$ cat config.mk
export PLATFORM = sky130hd
export DESIGN_NAME = sarc_top
export DESIGN_NICKNAME = d
export VERILOG_FILES = /design/src/logic/sarc_pkg.sv /design/src/logic/sarc_clkdiv.sv /design/src/logic/sarc_top.sv
export SDC_FILE = /design/constraint.sdc
export NUM_CORES = 1
export LEC_CHECK = 0
export BUFFER_PORTS_ARGS = -buffer_cell sky130_fd_sc_hd__buf_2
export CAP_MARGIN = 20
export CORE_AREA = 10 10 121 134
export CTS_BUF_LIST = sky130_fd_sc_hd__clkbuf_8
export DETAILED_ROUTE_END_ITERATION = 7
export DIE_AREA = 0 0 131 144
export SLEW_MARGIN = 20
export SYNTH_ARGS = -nofsm -noshare
export SYNTH_HDL_FRONTEND = slang
export SYNTH_SLANG_ARGS = --single-unit
$ cat constraint.sdc
create_clock -name i_clk -period 1.9 [get_ports i_clk]
set_clock_uncertainty 0.05 [all_clocks]
set_input_delay 0.475 -clock i_clk [delete_from_list [all_inputs] [get_ports i_clk]]
set_output_delay 0.475 -clock i_clk [all_outputs]
set_load 0.01 [all_outputs]
$ cat src/logic/sarc_pkg.sv
// Shared constants and types of the converter control block.
package sarc_pkg;

  // Register addresses on the special function register bus.
  localparam logic [7:0] ADDR_CONVERTER_CONFIG = 8'hbc;
  localparam logic [7:0] ADDR_RESULT_LOW_BYTE = 8'hbe;
  localparam logic [7:0] ADDR_RESULT_HIGH_BYTE = 8'hbf;
  localparam logic [7:0] ADDR_CONVERTER_CONTROL = 8'he8;

  // Reset values of the four registers.
  localparam logic [7:0] RST_CONVERTER_CONFIG = 8'h60;
  localparam logic [7:0] RST_CONVERTER_CONTROL = 8'h00;
  localparam logic [7:0] RST_RESULT_BYTE = 8'h00;

  // Bit positions in the control register.
  localparam int CTL_CONVERTER_ON = 7;
  localparam int CTL_TRACK_MODE = 6;
  localparam int CTL_DONE_FLAG = 5;
  localparam int CTL_BUSY = 4;
  localparam int CTL_SRC_HI = 3;
  localparam int CTL_SRC_LO = 2;
  localparam int CTL_WINDOW_FLAG = 1;
  localparam int CTL_LEFT_ALIGN = 0;

  // Field positions in the configuration register.
  localparam int CFG_DIV_HI = 7;
  localparam int CFG_DIV_LO = 5;
  localparam int CFG_GAIN_HI = 2;
  localparam int CFG_GAIN_LO = 0;

  // Unused configuration bits 4-3 read as zero.
  localparam logic [1:0] CFG_UNUSED_READ = 2'h0;

  // A zero nibble used when packing the result bytes.
  localparam logic [3:0] NIBBLE_ZERO = 4'h0;

  // Answer on an unmapped or idle read.
  localparam logic [7:0] READ_IDLE = 8'h00;

  // Converter clocks spent tracking in the timed low power track modes.
  localparam logic [4:0] TRACK_SAR_CLKS = 5'h03;

  // Divider helpers: unit value and the shift used for codes 1xx.
  localparam logic [4:0] DIV_ONE = 5'h01;
  localparam logic [2:0] DIV_SHIFT_MAX = 3'h4;

  // Start-of-conversion sources.
  typedef enum logic [1:0] {
    SRC_SOFTWARE = 2'h0,
    SRC_TIMER3 = 2'h1,
    SRC_EXT_STROBE = 2'h2,
    SRC_TIMER2 = 2'h3
  } sarc_src_type;

  // Sequencer states, one-hot.
  typedef enum logic [2:0] {
    ST_IDLE = 3'h1,
    ST_TRACK = 3'h2,
    ST_CONV = 3'h4
  } sarc_state_type;

endpackage : sarc_pkg

$ cat src/logic/sarc_clkdiv.sv
// Converter clock divider producing one tick every 1, 2, 4, 8 or 16 clocks.
`timescale 1ns/10ps
module sarc_clkdiv
  import sarc_pkg::*;
#(
  parameter int CNT_W = 4
)
(
  input wire logic i_clk, // System clock.
  input wire logic i_rst_n, // Synchronised reset, active low.
  input wire logic i_clk_en, // Freezes the divider while low.
  input wire logic i_run, // Divider counts while high.
  input wire logic [2:0] i_div_code, // Clock divide field.
  output logic o_tick // One-cycle pulse per converter clock.
);

  logic [CNT_W-1:0] cnt; // Position inside the current period.
  logic [2:0] shift; // Log2 of the divide ratio.
  logic [CNT_W-1:0] term; // Last count of a period.

  // Codes 1xx all select the largest ratio.
  always_comb
  begin
    shift = i_div_code[2] ? DIV_SHIFT_MAX : {1'b0, i_div_code[1:0]};
    term = CNT_W'((DIV_ONE << shift) - DIV_ONE);
  end

  // The count restarts whenever the divider is stopped, so the first tick
  // after a start always follows a full period.
  always_ff @(posedge i_clk or negedge i_rst_n)
  begin
    if (!i_rst_n)
    begin
      cnt <= '0;
      o_tick <= 1'b0;
    end
    else if (i_clk_en)
    begin
      if (!i_run)
      begin
        cnt <= '0;
        o_tick <= 1'b0;
      end
      else if (cnt >= term)
      begin
        cnt <= '0;
        o_tick <= 1'b1;
      end
      else
      begin
        cnt <= CNT_W'(cnt + 1'b1);
        o_tick <= 1'b0;
      end
    end
  end

endmodule : sarc_clkdiv

$ cat src/logic/sarc_top.sv
// Control, sequencing and result formatting of the successive-approximation converter.
`timescale 1ns/10ps
// Notes on behaviour
// - Converter clock divides system clock by 1-16.
// - Converter off means low power shutdown.
// - Track mode 0 tracks except while converting.
// - Timed track modes track three converter clocks.
// - Strobe track mode tracks while strobe low.
// - Done flag set by hardware, cleared by software.
// - Busy reads one only during timed tracking and conversion.
// - Interrupt request on the busy fall that ends a completed conversion, not on an abort.
// - Done flag set on the busy fall that ends a completed conversion, not on an abort.
// - Busy write one starts only with source 00.
// - Timer overflows start conversions in modes 01/11.
// - Strobe rising edge starts conversion in mode 10.
// - Window flag sticks until software clears it.
// - Left-align bit selects result placement.
// - Right-justified bytes with sign or zero extension.
// - Left-justified bytes, low nibble reads zero.
// - Differential results are two's complement.
module sarc_top
  import sarc_pkg::*;
#(
  parameter int CONV_SAR_CLKS = 16, // Converter clocks spent in a conversion.
  parameter int RESULT_BITS = 12 // Width of the converter code.
)
(
  input wire logic i_clk, // System clock, 10 MHz.
  input wire logic i_rst_n, // Asynchronous reset, active low.
  input wire logic i_clk_en, // Freezes all state except the reset synchroniser while low.
  input wire logic [7:0] i_sfr_addr, // Register address.
  input wire logic i_sfr_wr, // Write strobe, one cycle.
  input wire logic i_sfr_rd, // Read strobe, one cycle.
  input wire logic [7:0] i_sfr_wdata, // Write data.
  output logic [7:0] o_sfr_rdata, // Read data, one cycle after the strobe.
  input wire logic i_timer3_ovf, // Timer 3 overflow pulse.
  input wire logic i_timer2_ovf, // Timer 2 overflow pulse.
  input wire logic i_ext_convert_strobe, // External convert strobe pin.
  input wire logic [RESULT_BITS-1:0] i_sar_code, // Raw code from the analog array.
  input wire logic i_differential, // Selected input is a differential pair.
  input wire logic i_window_match, // Window comparator match pulse.
  input wire logic i_conv_irq_en, // Converter interrupt enable.
  output logic o_shutdown, // Analog converter in low power shutdown.
  output logic o_track, // Track-and-hold is tracking.
  output logic o_convert, // Analog array is converting.
  output logic o_sar_tick, // Converter clock tick.
  output logic [2:0] o_amp_gain_select, // Amplifier gain to the analog side.
  output logic o_convert_busy, // Busy state.
  output logic o_conversion_done_flag, // Sticky completion flag.
  output logic o_conv_irq // Interrupt request pulse.
);

  localparam int CNT_W = $clog2(CONV_SAR_CLKS + 1); // Phase counter width.
  localparam logic [CNT_W-1:0] CONV_LAST = CNT_W'(CONV_SAR_CLKS - 1); // Last conversion tick.
  localparam logic [CNT_W-1:0] TRACK_LAST = CNT_W'(TRACK_SAR_CLKS - 5'h01); // Last track tick.

  logic rst_meta_n; // First reset synchroniser stage.
  logic rst_n; // Synchronised reset used by all logic.
  logic strobe_meta; // First strobe synchroniser stage.
  logic strobe_sync; // Synchronised strobe level.
  logic strobe_prev; // Strobe level one cycle earlier.
  logic strobe_rise; // Rising edge of the strobe.
  logic converter_on; // Converter enable bit.
  logic track_mode_select; // Low power track mode bit.
  sarc_src_type start_source_select; // Start source field.
  logic left_align; // Result placement bit.
  logic window_match_flag; // Sticky window flag.
  logic [2:0] sar_clock_divide; // Clock divide field.
  logic [2:0] amp_gain_select; // Amplifier gain field.
  logic [7:0] result_low_byte; // Low data byte.
  logic [7:0] result_high_byte; // High data byte.
  sarc_state_type state; // Sequencer state.
  sarc_state_type next_state; // Next sequencer state.
  logic [CNT_W-1:0] phase_cnt; // Converter clocks in the current phase.
  logic sar_tick; // Divider tick.
  logic wr_ctl; // Write to the control register.
  logic sw_start; // Software start request.
  logic start_evt; // Start event of the selected source.
  logic hw_start; // Start event of a hardware source.
  logic start_on; // Enable bit in force for the start being decided.
  logic start_track; // The start being decided tracks first.
  logic capture; // Conversion completes this cycle.
  logic done_pending; // Busy fell after a completed conversion.
  logic next_track; // Next track output.
  logic [RESULT_BITS-1:0] sar_word; // Result word in its final encoding.
  logic [7:0] next_low; // Formatted low byte.
  logic [7:0] next_high; // Formatted high byte.
  logic [7:0] next_rdata; // Read multiplexer.

  // Reset release passes two flip-flops so that no flop leaves reset in a
  // different cycle than its neighbours.
  always_ff @(posedge i_clk or negedge i_rst_n)
  begin
    if (!i_rst_n)
    begin
      rst_meta_n <= 1'b0;
      rst_n <= 1'b0;
    end
    else
    begin
      rst_meta_n <= 1'b1;
      rst_n <= rst_meta_n;
    end
  end

  // The strobe pin is asynchronous; only the second stage feeds logic.
  always_ff @(posedge i_clk or negedge rst_n)
  begin
    if (!rst_n)
    begin
      strobe_meta <= 1'b0;
      strobe_sync <= 1'b0;
      strobe_prev <= 1'b0;
    end
    else if (i_clk_en)
    begin
      strobe_meta <= i_ext_convert_strobe;
      strobe_sync <= strobe_meta;
      strobe_prev <= strobe_sync;
    end
  end

  assign strobe_rise = strobe_sync & ~strobe_prev;
  assign wr_ctl = i_sfr_wr && (i_sfr_addr == ADDR_CONVERTER_CONTROL);

  // software start decode.
  // The source field of the same write decides, so one byte write can select
  // the software source and start at once; a written zero does nothing.
  assign sw_start = wr_ctl && i_sfr_wdata[CTL_BUSY]
                    && (i_sfr_wdata[CTL_SRC_HI:CTL_SRC_LO] == SRC_SOFTWARE);

  always_comb
  begin
    case (start_source_select)
      SRC_TIMER3: hw_start = i_timer3_ovf;
      SRC_EXT_STROBE: hw_start = strobe_rise;
      SRC_TIMER2: hw_start = i_timer2_ovf;
      default: hw_start = 1'b0;
    endcase
  end

  assign start_evt = sw_start || hw_start;

  // A software start takes the enable and track mode from its own write, so
  // one byte can switch the converter on and start it.
  always_comb
  begin
    if (sw_start)
    begin
      start_on = i_sfr_wdata[CTL_CONVERTER_ON];
      start_track = i_sfr_wdata[CTL_TRACK_MODE];
    end
    else
    begin
      start_on = converter_on;
      start_track = track_mode_select && (start_source_select != SRC_EXT_STROBE);
    end
  end

  // converter clock divider.
  // The divider runs only while the sequencer tracks or converts, which both saves
  // power and aligns the first converter clock with the start event.
  sarc_clkdiv #(
    .CNT_W(4)
  ) u_clkdiv (
    .i_clk(i_clk),
    .i_rst_n(rst_n),
    .i_clk_en(i_clk_en),
    .i_run(converter_on && (state != ST_IDLE)),
    .i_div_code(sar_clock_divide),
    .o_tick(sar_tick)
  );

  // Sequencer. Starts are ignored while busy; switching the converter off
  // aborts a conversion without a result.
  always_comb
  begin
    next_state = state;
    case (state)
      ST_IDLE:
      begin
        if (start_on && start_evt)
        begin
          if (start_track)
            next_state = ST_TRACK;
          else
            next_state = ST_CONV;
        end
      end
      ST_TRACK:
      begin
        if (!converter_on)
          next_state = ST_IDLE;
        else if (sar_tick && (phase_cnt == TRACK_LAST))
          next_state = ST_CONV;
      end
      ST_CONV:
      begin
        if (!converter_on)
          next_state = ST_IDLE;
        else if (sar_tick && (phase_cnt == CONV_LAST))
          next_state = ST_IDLE;
      end
      default: next_state = ST_IDLE;
    endcase
  end

  assign capture = (state == ST_CONV) && (next_state == ST_IDLE) && converter_on;

  // State, busy and phase counter.
  always_ff @(posedge i_clk or negedge rst_n)
  begin
    if (!rst_n)
    begin
      state <= ST_IDLE;
      o_convert_busy <= 1'b0;
      phase_cnt <= '0;
    end
    else if (i_clk_en)
    begin
      state <= next_state;
      o_convert_busy <= (next_state != ST_IDLE);
      if (next_state != state)
        phase_cnt <= '0;
      else if (sar_tick)
        phase_cnt <= CNT_W'(phase_cnt + 1'b1);
    end
  end

  // Analog control lines.
  always_comb
  begin
    next_track = 1'b0;
    if (!converter_on)
      next_track = 1'b0;
    else if (!track_mode_select)
      next_track = (next_state != ST_CONV);
    else if (start_source_select == SRC_EXT_STROBE)
      next_track = !strobe_sync && (next_state != ST_CONV);
    else
      next_track = (next_state == ST_TRACK);
  end

  always_ff @(posedge i_clk or negedge rst_n)
  begin
    if (!rst_n)
    begin
      o_shutdown <= 1'b1;
      o_track <= 1'b0;
      o_convert <= 1'b0;
    end
    else if (i_clk_en)
    begin
      o_shutdown <= !converter_on;
      o_track <= next_track;
      o_convert <= (next_state == ST_CONV);
    end
  end

  assign o_sar_tick = sar_tick;
  assign o_amp_gain_select = amp_gain_select;

  // differential code to two's complement.
  // The analog array delivers offset binary; flipping the top bit turns it
  // into two's complement without an adder.
  assign sar_word = i_differential ? {~i_sar_code[RESULT_BITS-1], i_sar_code[RESULT_BITS-2:0]}
                                   : i_sar_code;

  always_comb
  begin
    if (left_align)
    begin
      next_high = sar_word[11:4];
      next_low = {sar_word[3:0], NIBBLE_ZERO};
    end
    else
    begin
      next_low = sar_word[7:0];
      next_high = {i_differential ? {4{sar_word[11]}} : NIBBLE_ZERO, sar_word[11:8]};
    end
  end

  // Data bytes. A capture outranks a software write in the same cycle.
  always_ff @(posedge i_clk or negedge rst_n)
  begin
    if (!rst_n)
    begin
      result_low_byte <= RST_RESULT_BYTE;
      result_high_byte <= RST_RESULT_BYTE;
    end
    else if (i_clk_en)
    begin
      if (capture)
      begin
        result_low_byte <= next_low;
        result_high_byte <= next_high;
      end
      else if (i_sfr_wr && (i_sfr_addr == ADDR_RESULT_LOW_BYTE))
        result_low_byte <= i_sfr_wdata;
      else if (i_sfr_wr && (i_sfr_addr == ADDR_RESULT_HIGH_BYTE))
        result_high_byte <= i_sfr_wdata;
    end
  end

  // Configuration and control fields written by software.
  always_ff @(posedge i_clk or negedge rst_n)
  begin
    if (!rst_n)
    begin
      sar_clock_divide <= RST_CONVERTER_CONFIG[CFG_DIV_HI:CFG_DIV_LO];
      amp_gain_select <= RST_CONVERTER_CONFIG[CFG_GAIN_HI:CFG_GAIN_LO];
      converter_on <= RST_CONVERTER_CONTROL[CTL_CONVERTER_ON];
      track_mode_select <= RST_CONVERTER_CONTROL[CTL_TRACK_MODE];
      start_source_select <= sarc_src_type'(RST_CONVERTER_CONTROL[CTL_SRC_HI:CTL_SRC_LO]);
      left_align <= RST_CONVERTER_CONTROL[CTL_LEFT_ALIGN];
    end
    else if (i_clk_en)
    begin
      if (i_sfr_wr && (i_sfr_addr == ADDR_CONVERTER_CONFIG))
      begin
        sar_clock_divide <= i_sfr_wdata[CFG_DIV_HI:CFG_DIV_LO];
        amp_gain_select <= i_sfr_wdata[CFG_GAIN_HI:CFG_GAIN_LO];
      end
      if (wr_ctl)
      begin
        converter_on <= i_sfr_wdata[CTL_CONVERTER_ON];
        track_mode_select <= i_sfr_wdata[CTL_TRACK_MODE];
        start_source_select <= sarc_src_type'(i_sfr_wdata[CTL_SRC_HI:CTL_SRC_LO]);
        left_align <= i_sfr_wdata[CTL_LEFT_ALIGN];
      end
    end
  end

  // Sticky flags and the interrupt pulse. Hardware setting wins over a
  // software clear in the same cycle so that no event is lost.
  always_ff @(posedge i_clk or negedge rst_n)
  begin
    if (!rst_n)
    begin
      done_pending <= 1'b0;
      o_conversion_done_flag <= RST_CONVERTER_CONTROL[CTL_DONE_FLAG];
      window_match_flag <= RST_CONVERTER_CONTROL[CTL_WINDOW_FLAG];
      o_conv_irq <= 1'b0;
    end
    else if (i_clk_en)
    begin
      done_pending <= capture;
      if (done_pending)
        o_conversion_done_flag <= 1'b1;
      else if (wr_ctl)
        o_conversion_done_flag <= i_sfr_wdata[CTL_DONE_FLAG];
      if (i_window_match)
        window_match_flag <= 1'b1;
      else if (wr_ctl)
        window_match_flag <= i_sfr_wdata[CTL_WINDOW_FLAG];
      o_conv_irq <= done_pending && i_conv_irq_en;
    end
  end

  // Register read, answered one cycle after the strobe.
  always_comb
  begin
    if (!i_sfr_rd)
      next_rdata = READ_IDLE;
    else if (i_sfr_addr == ADDR_CONVERTER_CONFIG)
      next_rdata = {sar_clock_divide, CFG_UNUSED_READ, amp_gain_select};
    else if (i_sfr_addr == ADDR_CONVERTER_CONTROL)
      next_rdata = {converter_on, track_mode_select, o_conversion_done_flag, o_convert_busy,
                    start_source_select, window_match_flag, left_align};
    else if (i_sfr_addr == ADDR_RESULT_LOW_BYTE)
      next_rdata = result_low_byte;
    else if (i_sfr_addr == ADDR_RESULT_HIGH_BYTE)
      next_rdata = result_high_byte;
    else
      next_rdata = READ_IDLE;
  end

  always_ff @(posedge i_clk or negedge rst_n)
  begin
    if (!rst_n)
      o_sfr_rdata <= READ_IDLE;
    else if (i_clk_en)
      o_sfr_rdata <= next_rdata;
  end

  // Checks on the sequencer, flags and formatting.
  chk_shutdown_idle: assert property (@(posedge i_clk) disable iff (!rst_n)
    (i_clk_en && !converter_on && !(sw_start && i_sfr_wdata[CTL_CONVERTER_ON]))
    |=> (state == ST_IDLE && o_shutdown))
    else $error("converter off but sequencer active");

  chk_hold_in_conv: assert property (@(posedge i_clk) disable iff (!rst_n)
    (i_clk_en && next_state == ST_CONV) |=> (o_convert && !o_track))
    else $error("tracking while converting");

  chk_track_length: assert property (@(posedge i_clk) disable iff (!rst_n)
    (i_clk_en && state == ST_TRACK && converter_on && sar_tick && phase_cnt == TRACK_LAST)
    |=> (state == ST_CONV))
    else $error("track phase did not end after three converter clocks");

  chk_strobe_track: assert property (@(posedge i_clk) disable iff (!rst_n)
    (i_clk_en && converter_on && track_mode_select
     && start_source_select == SRC_EXT_STROBE && strobe_sync) |=> !o_track)
    else $error("tracking while strobe high");

  chk_done_after: assert property (@(posedge i_clk) disable iff (!rst_n)
    (i_clk_en && capture) |=> (!o_convert_busy && done_pending))
    else $error("busy did not fall at conversion end");

  chk_done_set: assert property (@(posedge i_clk) disable iff (!rst_n)
    (i_clk_en && done_pending) |=> o_conversion_done_flag)
    else $error("done flag not set after busy fall");

  chk_sw_start: assert property (@(posedge i_clk) disable iff (!rst_n)
    (i_clk_en && sw_start && i_sfr_wdata[CTL_CONVERTER_ON] && state == ST_IDLE)
    |=> o_convert_busy)
    else $error("software start ignored");

  chk_no_start: assert property (@(posedge i_clk) disable iff (!rst_n)
    (i_clk_en && state == ST_IDLE && !start_evt) |=> (state == ST_IDLE))
    else $error("conversion began without a start event");

  chk_irq_pulse: assert property (@(posedge i_clk) disable iff (!rst_n)
    (i_clk_en && done_pending && i_conv_irq_en) |=> o_conv_irq)
    else $error("missing interrupt request at busy fall");

  chk_window_hold: assert property (@(posedge i_clk) disable iff (!rst_n)
    (window_match_flag && !(wr_ctl && i_clk_en)) |=> window_match_flag)
    else $error("window flag lost without software clear");

  chk_left_nibble: assert property (@(posedge i_clk) disable iff (!rst_n)
    (i_clk_en && capture && left_align) |=> (result_low_byte[3:0] == NIBBLE_ZERO))
    else $error("left-justified low nibble not zero");

  cov_sw_conv: cover property (@(posedge i_clk) disable iff (!rst_n)
    sw_start ##[1:400] done_pending);
  cov_strobe_conv: cover property (@(posedge i_clk) disable iff (!rst_n)
    (start_source_select == SRC_EXT_STROBE && strobe_rise) ##[1:400] done_pending);
  cov_timed_track: cover property (@(posedge i_clk) disable iff (!rst_n)
    (state == ST_TRACK) ##[1:100] (state == ST_CONV));

endmodule : sarc_top

==> run_results.csv, run 1 <==
group,metric,value,unit
outcome,status,"finished with violations",
outcome,violations,"negative setup slack",
floorplan,die-area,18860,um^2
placement,post-place-cells,617,
drt,final_antenna_net_count,0,
synth,synth-seq-cells,61,
finish,nets,494,
power_and_ir_drop,p_sw_share,27.78,%
synth,synth.top_cell.area_share,43.51,%
synth,yosysTopAreaCell,"dfrtp_1",
global_routing,grtUsageMet2,18.45,%
floorplan,start_util,24.16,%
timing,maxSlewHeadroom,57.91,%
global_routing,grt-busiest-layer,"met2",
power_and_ir_drop,power.switching,0.0009147,W
global_routing,grt_pass1_wl,16110,um
timing,rsz0062_at_grt,"true",
finish,multi_input_area,1728,um^2
worst_setup_path,required,2.13,ns
drt,drt_iter0_markers,231,
clock_network,numClockSinks,61,
finish,fin_cells,639,
drt,drtPass1Iterations,4,
global_routing,grt_use_met3,3.808,%
synth,synth.avg_cell_area,9.613,um^2
worst_setup_path,r2r_setup_slack,-0.36,ns
global_routing,track_usage,11.05,%
worst_setup_path,worstSetupPathType,"reg -> reg",
min_path,hold_class,"reg -> async",
global_routing,antenna_found_initial,0,
finish,final_util,33.63,%
drt,drc,0,
timing,fin_crit_sh,119.2,%
clock_network,cts.clk_slew.worst_paths,0.07,ns
floorplan,chipHeight,144,um
power_and_ir_drop,p_int,0.002378,W
finish,nFillCells,1377,
drt,dr_total_vias,3019,
power_and_ir_drop,leakagePower,2.144,nW
worst_setup_path,path_cells,"or3_4, ha_4, nand2b_4, a21o_1, a21o_1, a211o_1, or3_1, o21ai_1",
power_and_ir_drop,pwr-share-clk,36.1,%
floorplan,fp-row-count,45,
synth,synth-edff-count,0,
global_routing,grt_pass1_vias,3020,
power_and_ir_drop,power.total,0.003293,W
power_and_ir_drop,pwr-share-comb,18.9,%
worst_setup_path,cp_slowest_stage_delay,0.39,ns
worst_setup_path,regToRegEndpoint,"u_clkdiv.cnt[0]",
finish,stdcell_area,4563,um^2
synth,ys.flop_type,"dfrtp_1",
global_routing,met1_usage,12.84,%
clock_network,cts_made_buffers,9,
synth,synth.distinct_cells,49,
global_routing,grt_overflow_total,0,
synth,synth_fp_nets,389,
synth,yosysSeqAreaShare,46.72,%
placement,gp_congestion,0.8209,
synth,postSynthCellCount,341,
floorplan,io_pins,57,
drt,viasPerCell,4.725,
worst_setup_path,arrival,2.50,ns
job,drv_cap,0,
floorplan,die_w,131,um
power_and_ir_drop,p_per_area,721.6,nW/um^2
timing,finalSetupViolCount,20,
power_and_ir_drop,seqPwrFrac,45.0,%
clock_network,cts_root_buf,"clkbuf_8",
drt,wl_per_cell,15.69,um
timing,final-hold-violation-count,0,
synth,ys_warn_count,0,
power_and_ir_drop,peakVddDrop,299.6,uV
synth,syn-cell-area,3278,um^2
synth,synth_area_leaders,"dfrtp_1, mux2_2, o21ai_0",
floorplan,core,13570,um^2
global_routing,grt_max_degree,50,
finish,drive_gt1_share,38.14,%
placement,port_buffers,56,
finish,antenna_cells,0,
timing,slew_viol_final,0,
worst_setup_path,start_kind,"flop",
worst_setup_path,reg2reg_from,"sar_clock_divide[0]",
placement,dp.final_hpwl,7721,um
drt,drt_wl_total,10020,um
timing,max_freq,0.4415,GHz
clock_network,cts_max_path_buffers,2,
worst_setup_path,worst_path_max_delay_cell,"or3_4",
placement,place_area,4180,um^2
clock_network,ctsHtreeMaxLevel,3,
worst_setup_path,endpoint_kind,"flop",
worst_setup_path,reg2reg_depth,8,
finish,regArea,1533,um^2
clock_network,clk_latency,0.36,ns
clock_network,cts_tree,"yes",
timing,final.setup.worst_slack,-0.3650,ns
timing,layout_min_cycle_time,2.265,ns
finish,syn2layout_area_growth,39.20,%
synth,async_reset_ff_share,100.0,%
worst_setup_path,crit_top_cell,"a21o_1",
worst_setup_path,path_max_fanout,2,
timing,worst_pin_slew,0.6312,ns
timing,timing.hold.ws,0.1856,ns
==> power groups by stage <==
stage	Clock, W	Sequential, W	Combinational (W)
floorplan	0	0.00150	0.000292
detailed placement	0	0.00150	0.000545
CTS	0.00120	0.00148	0.000593
global placement	0	0.00150	0.000528
global route	0.00127	0.00150	0.000687
finish	0.00119	0.00148	0.000621
==> placed cells by master (no fill, tap or decap), types with 9 or more instances in the layout <==
cell,count
nor2_1,17
nand2_1,36
mux2_2,14
dfrtp_1,56
buf_2,55
a21oi_1,18
inv_1,25
clkbuf_8,11
mux2i_1,9
buf_4,46
o21ai_0,23
==> how the worst max path moves through the flow <==
| stage | start | to | slack (ns) | cells past startpoint |
|---|---|---|---|---|
| after CTS | sar_clock_divide[0] | u_clkdiv.cnt[0] | -0.41 | 8 |
| after global placement | i_sfr_addr[2] | o_track | -0.55 | 7 |
| final | sar_clock_divide[0] | u_clkdiv.cnt[0] | -0.36 | 8 |
| after floorplan | i_sfr_addr[2] | phase_cnt[3] | -0.39 | 7 |
| after global routing | sar_clock_divide[0] | u_clkdiv.cnt[0] | -0.45 | 8 |
| after detailed placement | i_sfr_addr[2] | phase_cnt[3] | -0.59 | 7 |
==> cell usage after synthesis, drive strengths merged, types with 4 or more instances <==
cell type	n
nand3	7
nand3b	4
clkbuf	17
mux2i	9
a211o	4
nand2b	4
a21o	7
nor2b	4
a22o	6
nor2	20
dfstp	4
o21ai	33
dfrtp	57
nor3b	4
ha	9
inv	23
nand2	37
o2bb2ai	5
a21oi	19
o2111ai	6
mux2	14
o22ai	5
==> logic make-up (layout without fill, tap and decap cells) <==
group / Yosys count / after routing / share of synthesized area [%]
AOI/OAI and AO/OA: 104 / 104 / 21.26
adders and majority gates: 9 / 9 / 3.435
buffers and inverters: 41 / 151 / 4.733
DFF: 61 / 61 / 46.72
muxes: 23 / 23 / 7.557
other: 1 / 1 / 0.1144
and+or+nand+nor: 102 / 102 / 16.18
==> per-stage QoR <==
step           setup WS (ns)  TNS (ns)
5_1_grt              -0.4461    -4.057
2_1_floorplan        -0.3851    -4.216
3_3_place_gp         -0.5521    -10.00
6_report             -0.3650    -2.704
3_5_place_dp         -0.5926    -11.45
4_1_cts              -0.4125    -4.184
==> flip-flops by register name (all words and copies together), names as in the netlist, 2 cells and up <==
name / flops
o_amp_gain_select: 3
o_sfr_rdata: 8
phase_cnt: 5
result_high_byte: 8
result_low_byte: 8
sar_clock_divide: 3
start_source_select: 2
state: 3
u_clkdiv.cnt: 4
==> timing repair <==
item / in CTS / in global routing
hold endpoints to repair: 2 / 0
pin swaps: 5 / 4
hold buffers: 1 / 0
resized for setup: 8 / 23
endpoints found under the setup margin: 27 / 31
setup buffers: 2 / 3
==> metal layers <==
layer,vias up,wire length (um)
li1,1456,-
met1,1493,4207
met2,60,5075
met3,10,615
met4,0,125
met5,-,0
==> critical path: cells and delay by family, from the launching register on <==
family / cells / cell delay (ns)
compound gates: 4 / 0.73
simple gates: 3 / 0.84
fa+ha+maj: 1 / 0.22
flops: 1 / 0.37
==> layout make-up <==
type,instances,area share (%)
clock buffer,11,3.318
clock inverter,5,1.124
inverter,23,1.892
multi-input combinational,239,37.87
sequential,61,33.59
tap,188,5.155
timing repair buffer,112,17.06
Power figures use the tool's default switching activity.
==> run 2, diff against run 1 <==
Settings changed: SKIP_CTS_REPAIR_TIMING set to 1.
==> run 2 against run 1 <==
The flow still finishes with violations (negative setup slack); register-to-register slack worse by 0.08 ns; via count increased by 1.7%; global-route usage about the same; hold slack lost 0.00054 ns; total power decreased by 0.73%; fmax decreased by 3.2%; non-clock buffer count is the same; critical path depth is the same; combinational power shrank 3%.
==> run_results.csv, run 2 (synthesis results as in run 1) <==
group,metric,value,unit
outcome,status,"finished with violations",
clock_network,cts_root_buf,"clkbuf_8",
global_routing,grtUsageMet2,18.05,%
floorplan,io_pins,57,
global_routing,met1_usage,12.95,%
clock_network,clk_latency,0.35,ns
floorplan,die-area,18860,um^2
global_routing,grt_pass1_wl,16060,um
global_routing,grt_use_met3,3.918,%
finish,final_util,33.49,%
drt,drt_iter0_markers,235,
drt,drc,0,
drt,final_antenna_net_count,0,
clock_network,cts.clk_slew.worst_paths,0.07,ns
finish,nets,494,
finish,reg_top3,"o_sfr_rdata: 8 flops, result_high_byte: 8 flops, result_low_byte: 8 flops",
timing,fin_crit_sh,123.2,%
clock_network,cts_max_path_buffers,2,
finish,drive_gt1_share,37.47,%
worst_setup_path,required,2.13,ns
global_routing,grt_overflow_total,0,
timing,layout_min_cycle_time,2.340,ns
clock_network,cts_made_buffers,9,
floorplan,start_util,24.16,%
timing,finalSetupViolCount,20,
worst_setup_path,reg2reg_from,"sar_clock_divide[1]",
placement,port_buffers,56,
timing,timing.hold.ws,0.1851,ns
timing,worst_pin_slew,0.6450,ns
drt,wl_per_cell,15.69,um
placement,gp_congestion,0.8209,
drt,drtPass1Iterations,4,
drt,dr_total_vias,3069,
timing,final-hold-violation-count,0,
timing,rsz0062_at_grt,"true",
outcome,violations,"negative setup slack",
global_routing,grt_max_degree,50,
floorplan,fp-row-count,45,
clock_network,cts_tree,"yes",
finish,final_common_cell,"dfrtp_1",
placement,dp.final_hpwl,7721,um
global_routing,grt-busiest-layer,"met2",
timing,slew_viol_final,0,
floorplan,die_w,131,um
worst_setup_path,startpoint,"sar_clock_divide[1]",
power_and_ir_drop,peakVddDrop,299.7,uV
global_routing,grt_pass1_vias,3015,
clock_network,ctsHtreeMaxLevel,3,
global_routing,antenna_found_initial,0,
drt,viasPerCell,4.803,
worst_setup_path,path_max_fanout,2,
worst_setup_path,endpoint_kind,"flop",
min_path,hold_class,"reg -> async",
drt,drt_wl_total,10030,um
job,drv_cap,0,
floorplan,core,13570,um^2
worst_setup_path,reg2reg_depth,8,
worst_setup_path,start_kind,"flop",
worst_setup_path,r2r_setup_slack,-0.44,ns
finish,antenna_cells,0,
timing,max_freq,0.4273,GHz
finish,syn2layout_area_growth,38.63,%
worst_setup_path,arrival,2.57,ns
floorplan,chipHeight,144,um
timing,final.setup.worst_slack,-0.4405,ns
power_and_ir_drop,p_per_area,719.3,nW/um^2
power_and_ir_drop,leakagePower,2.152,nW
worst_setup_path,endpoint,"u_clkdiv.cnt[0]",
worst_setup_path,worstSetupPathType,"reg -> reg",
clock_network,numClockSinks,61,
global_routing,track_usage,11.04,%
worst_setup_path,regToRegEndpoint,"u_clkdiv.cnt[0]",
finish,final_cell_mix,"dfrtp_1, buf_2, buf_4",
timing,maxSlewHeadroom,57.00,%
[run 2: cell counts in the layout (fill, tap and decap cells not counted)]
Identical to the previous run, type by type.
[run 2: area by class of cell]
| cell class | count | area [um^2] |
|---|---|---|
| Fill cell | 1379 | 9025 |
| Multi-Input combinational cell | 239 | 1717 |
| Sequential cell | 61 | 1533 |
| Timing Repair Buffer | 112 | 770.7 |
| Tap cell | 188 | 235.2 |
| Clock buffer | 11 | 151.4 |
| Inverter | 23 | 86.33 |
| Clock inverter | 5 | 51.30 |
[run 2: metrics by stage]
| stage | area, um^2 | std cells | worst slack, ns | power [W] | TNS [ns] |
|---|---|---|---|---|---|
| after detailed placement | 4180 | 617 | -0.5926 | 0.002047 | -11.45 |
| after floorplan | 3326 | 341 | -0.3851 | 0.001789 | -4.216 |
| after global routing | 4544 | 639 | -0.5203 | 0.003428 | -4.391 |
| final | 4544 | 639 | -0.4405 | 0.003269 | -3.049 |
| after CTS | 4383 | 633 | -0.4249 | 0.003231 | -5.147 |
| after global placement | 4180 | 617 | -0.5521 | 0.002027 | -10.00 |
[run 2: worst min-delay path by stage]
stage and to:
5_1_grt o_convert, 4_1_cts rst_meta_n, 3_5_place_dp strobe_meta, 2_1_floorplan rst_meta_n
3_3_place_gp strobe_meta, 6_report o_convert
[run 2: where the power goes]
group / internal, W / total (W) / leakage, nW / switching (W)
sequential: 0.00139 / 0.00148 / 0.785 / 0.0000875
combinational: 0.000307 / 0.000603 / 1.25 / 0.000297
clock: 0.000668 / 0.00118 / 0.112 / 0.000517
[run 2: critical path: stages (launching register included)]
cell and delay (ns):
dfstp_2 0.37, or3_4 0.39, ha_4 0.21, nand2b_4 0.13, a21o_1 0.17, a21o_1 0.17
a211o_1 0.30, or3_1 0.39, o21ai_1 0.09
[run 2: metal layers]
layer	part of all wire (%)	routed length, um	vias to the layer above
met2	49	4948	81
met5	0	0	-
met1	42	4243	1510
met4	2.0	200	0
li1	-	-	1457
met3	6.3	633	21
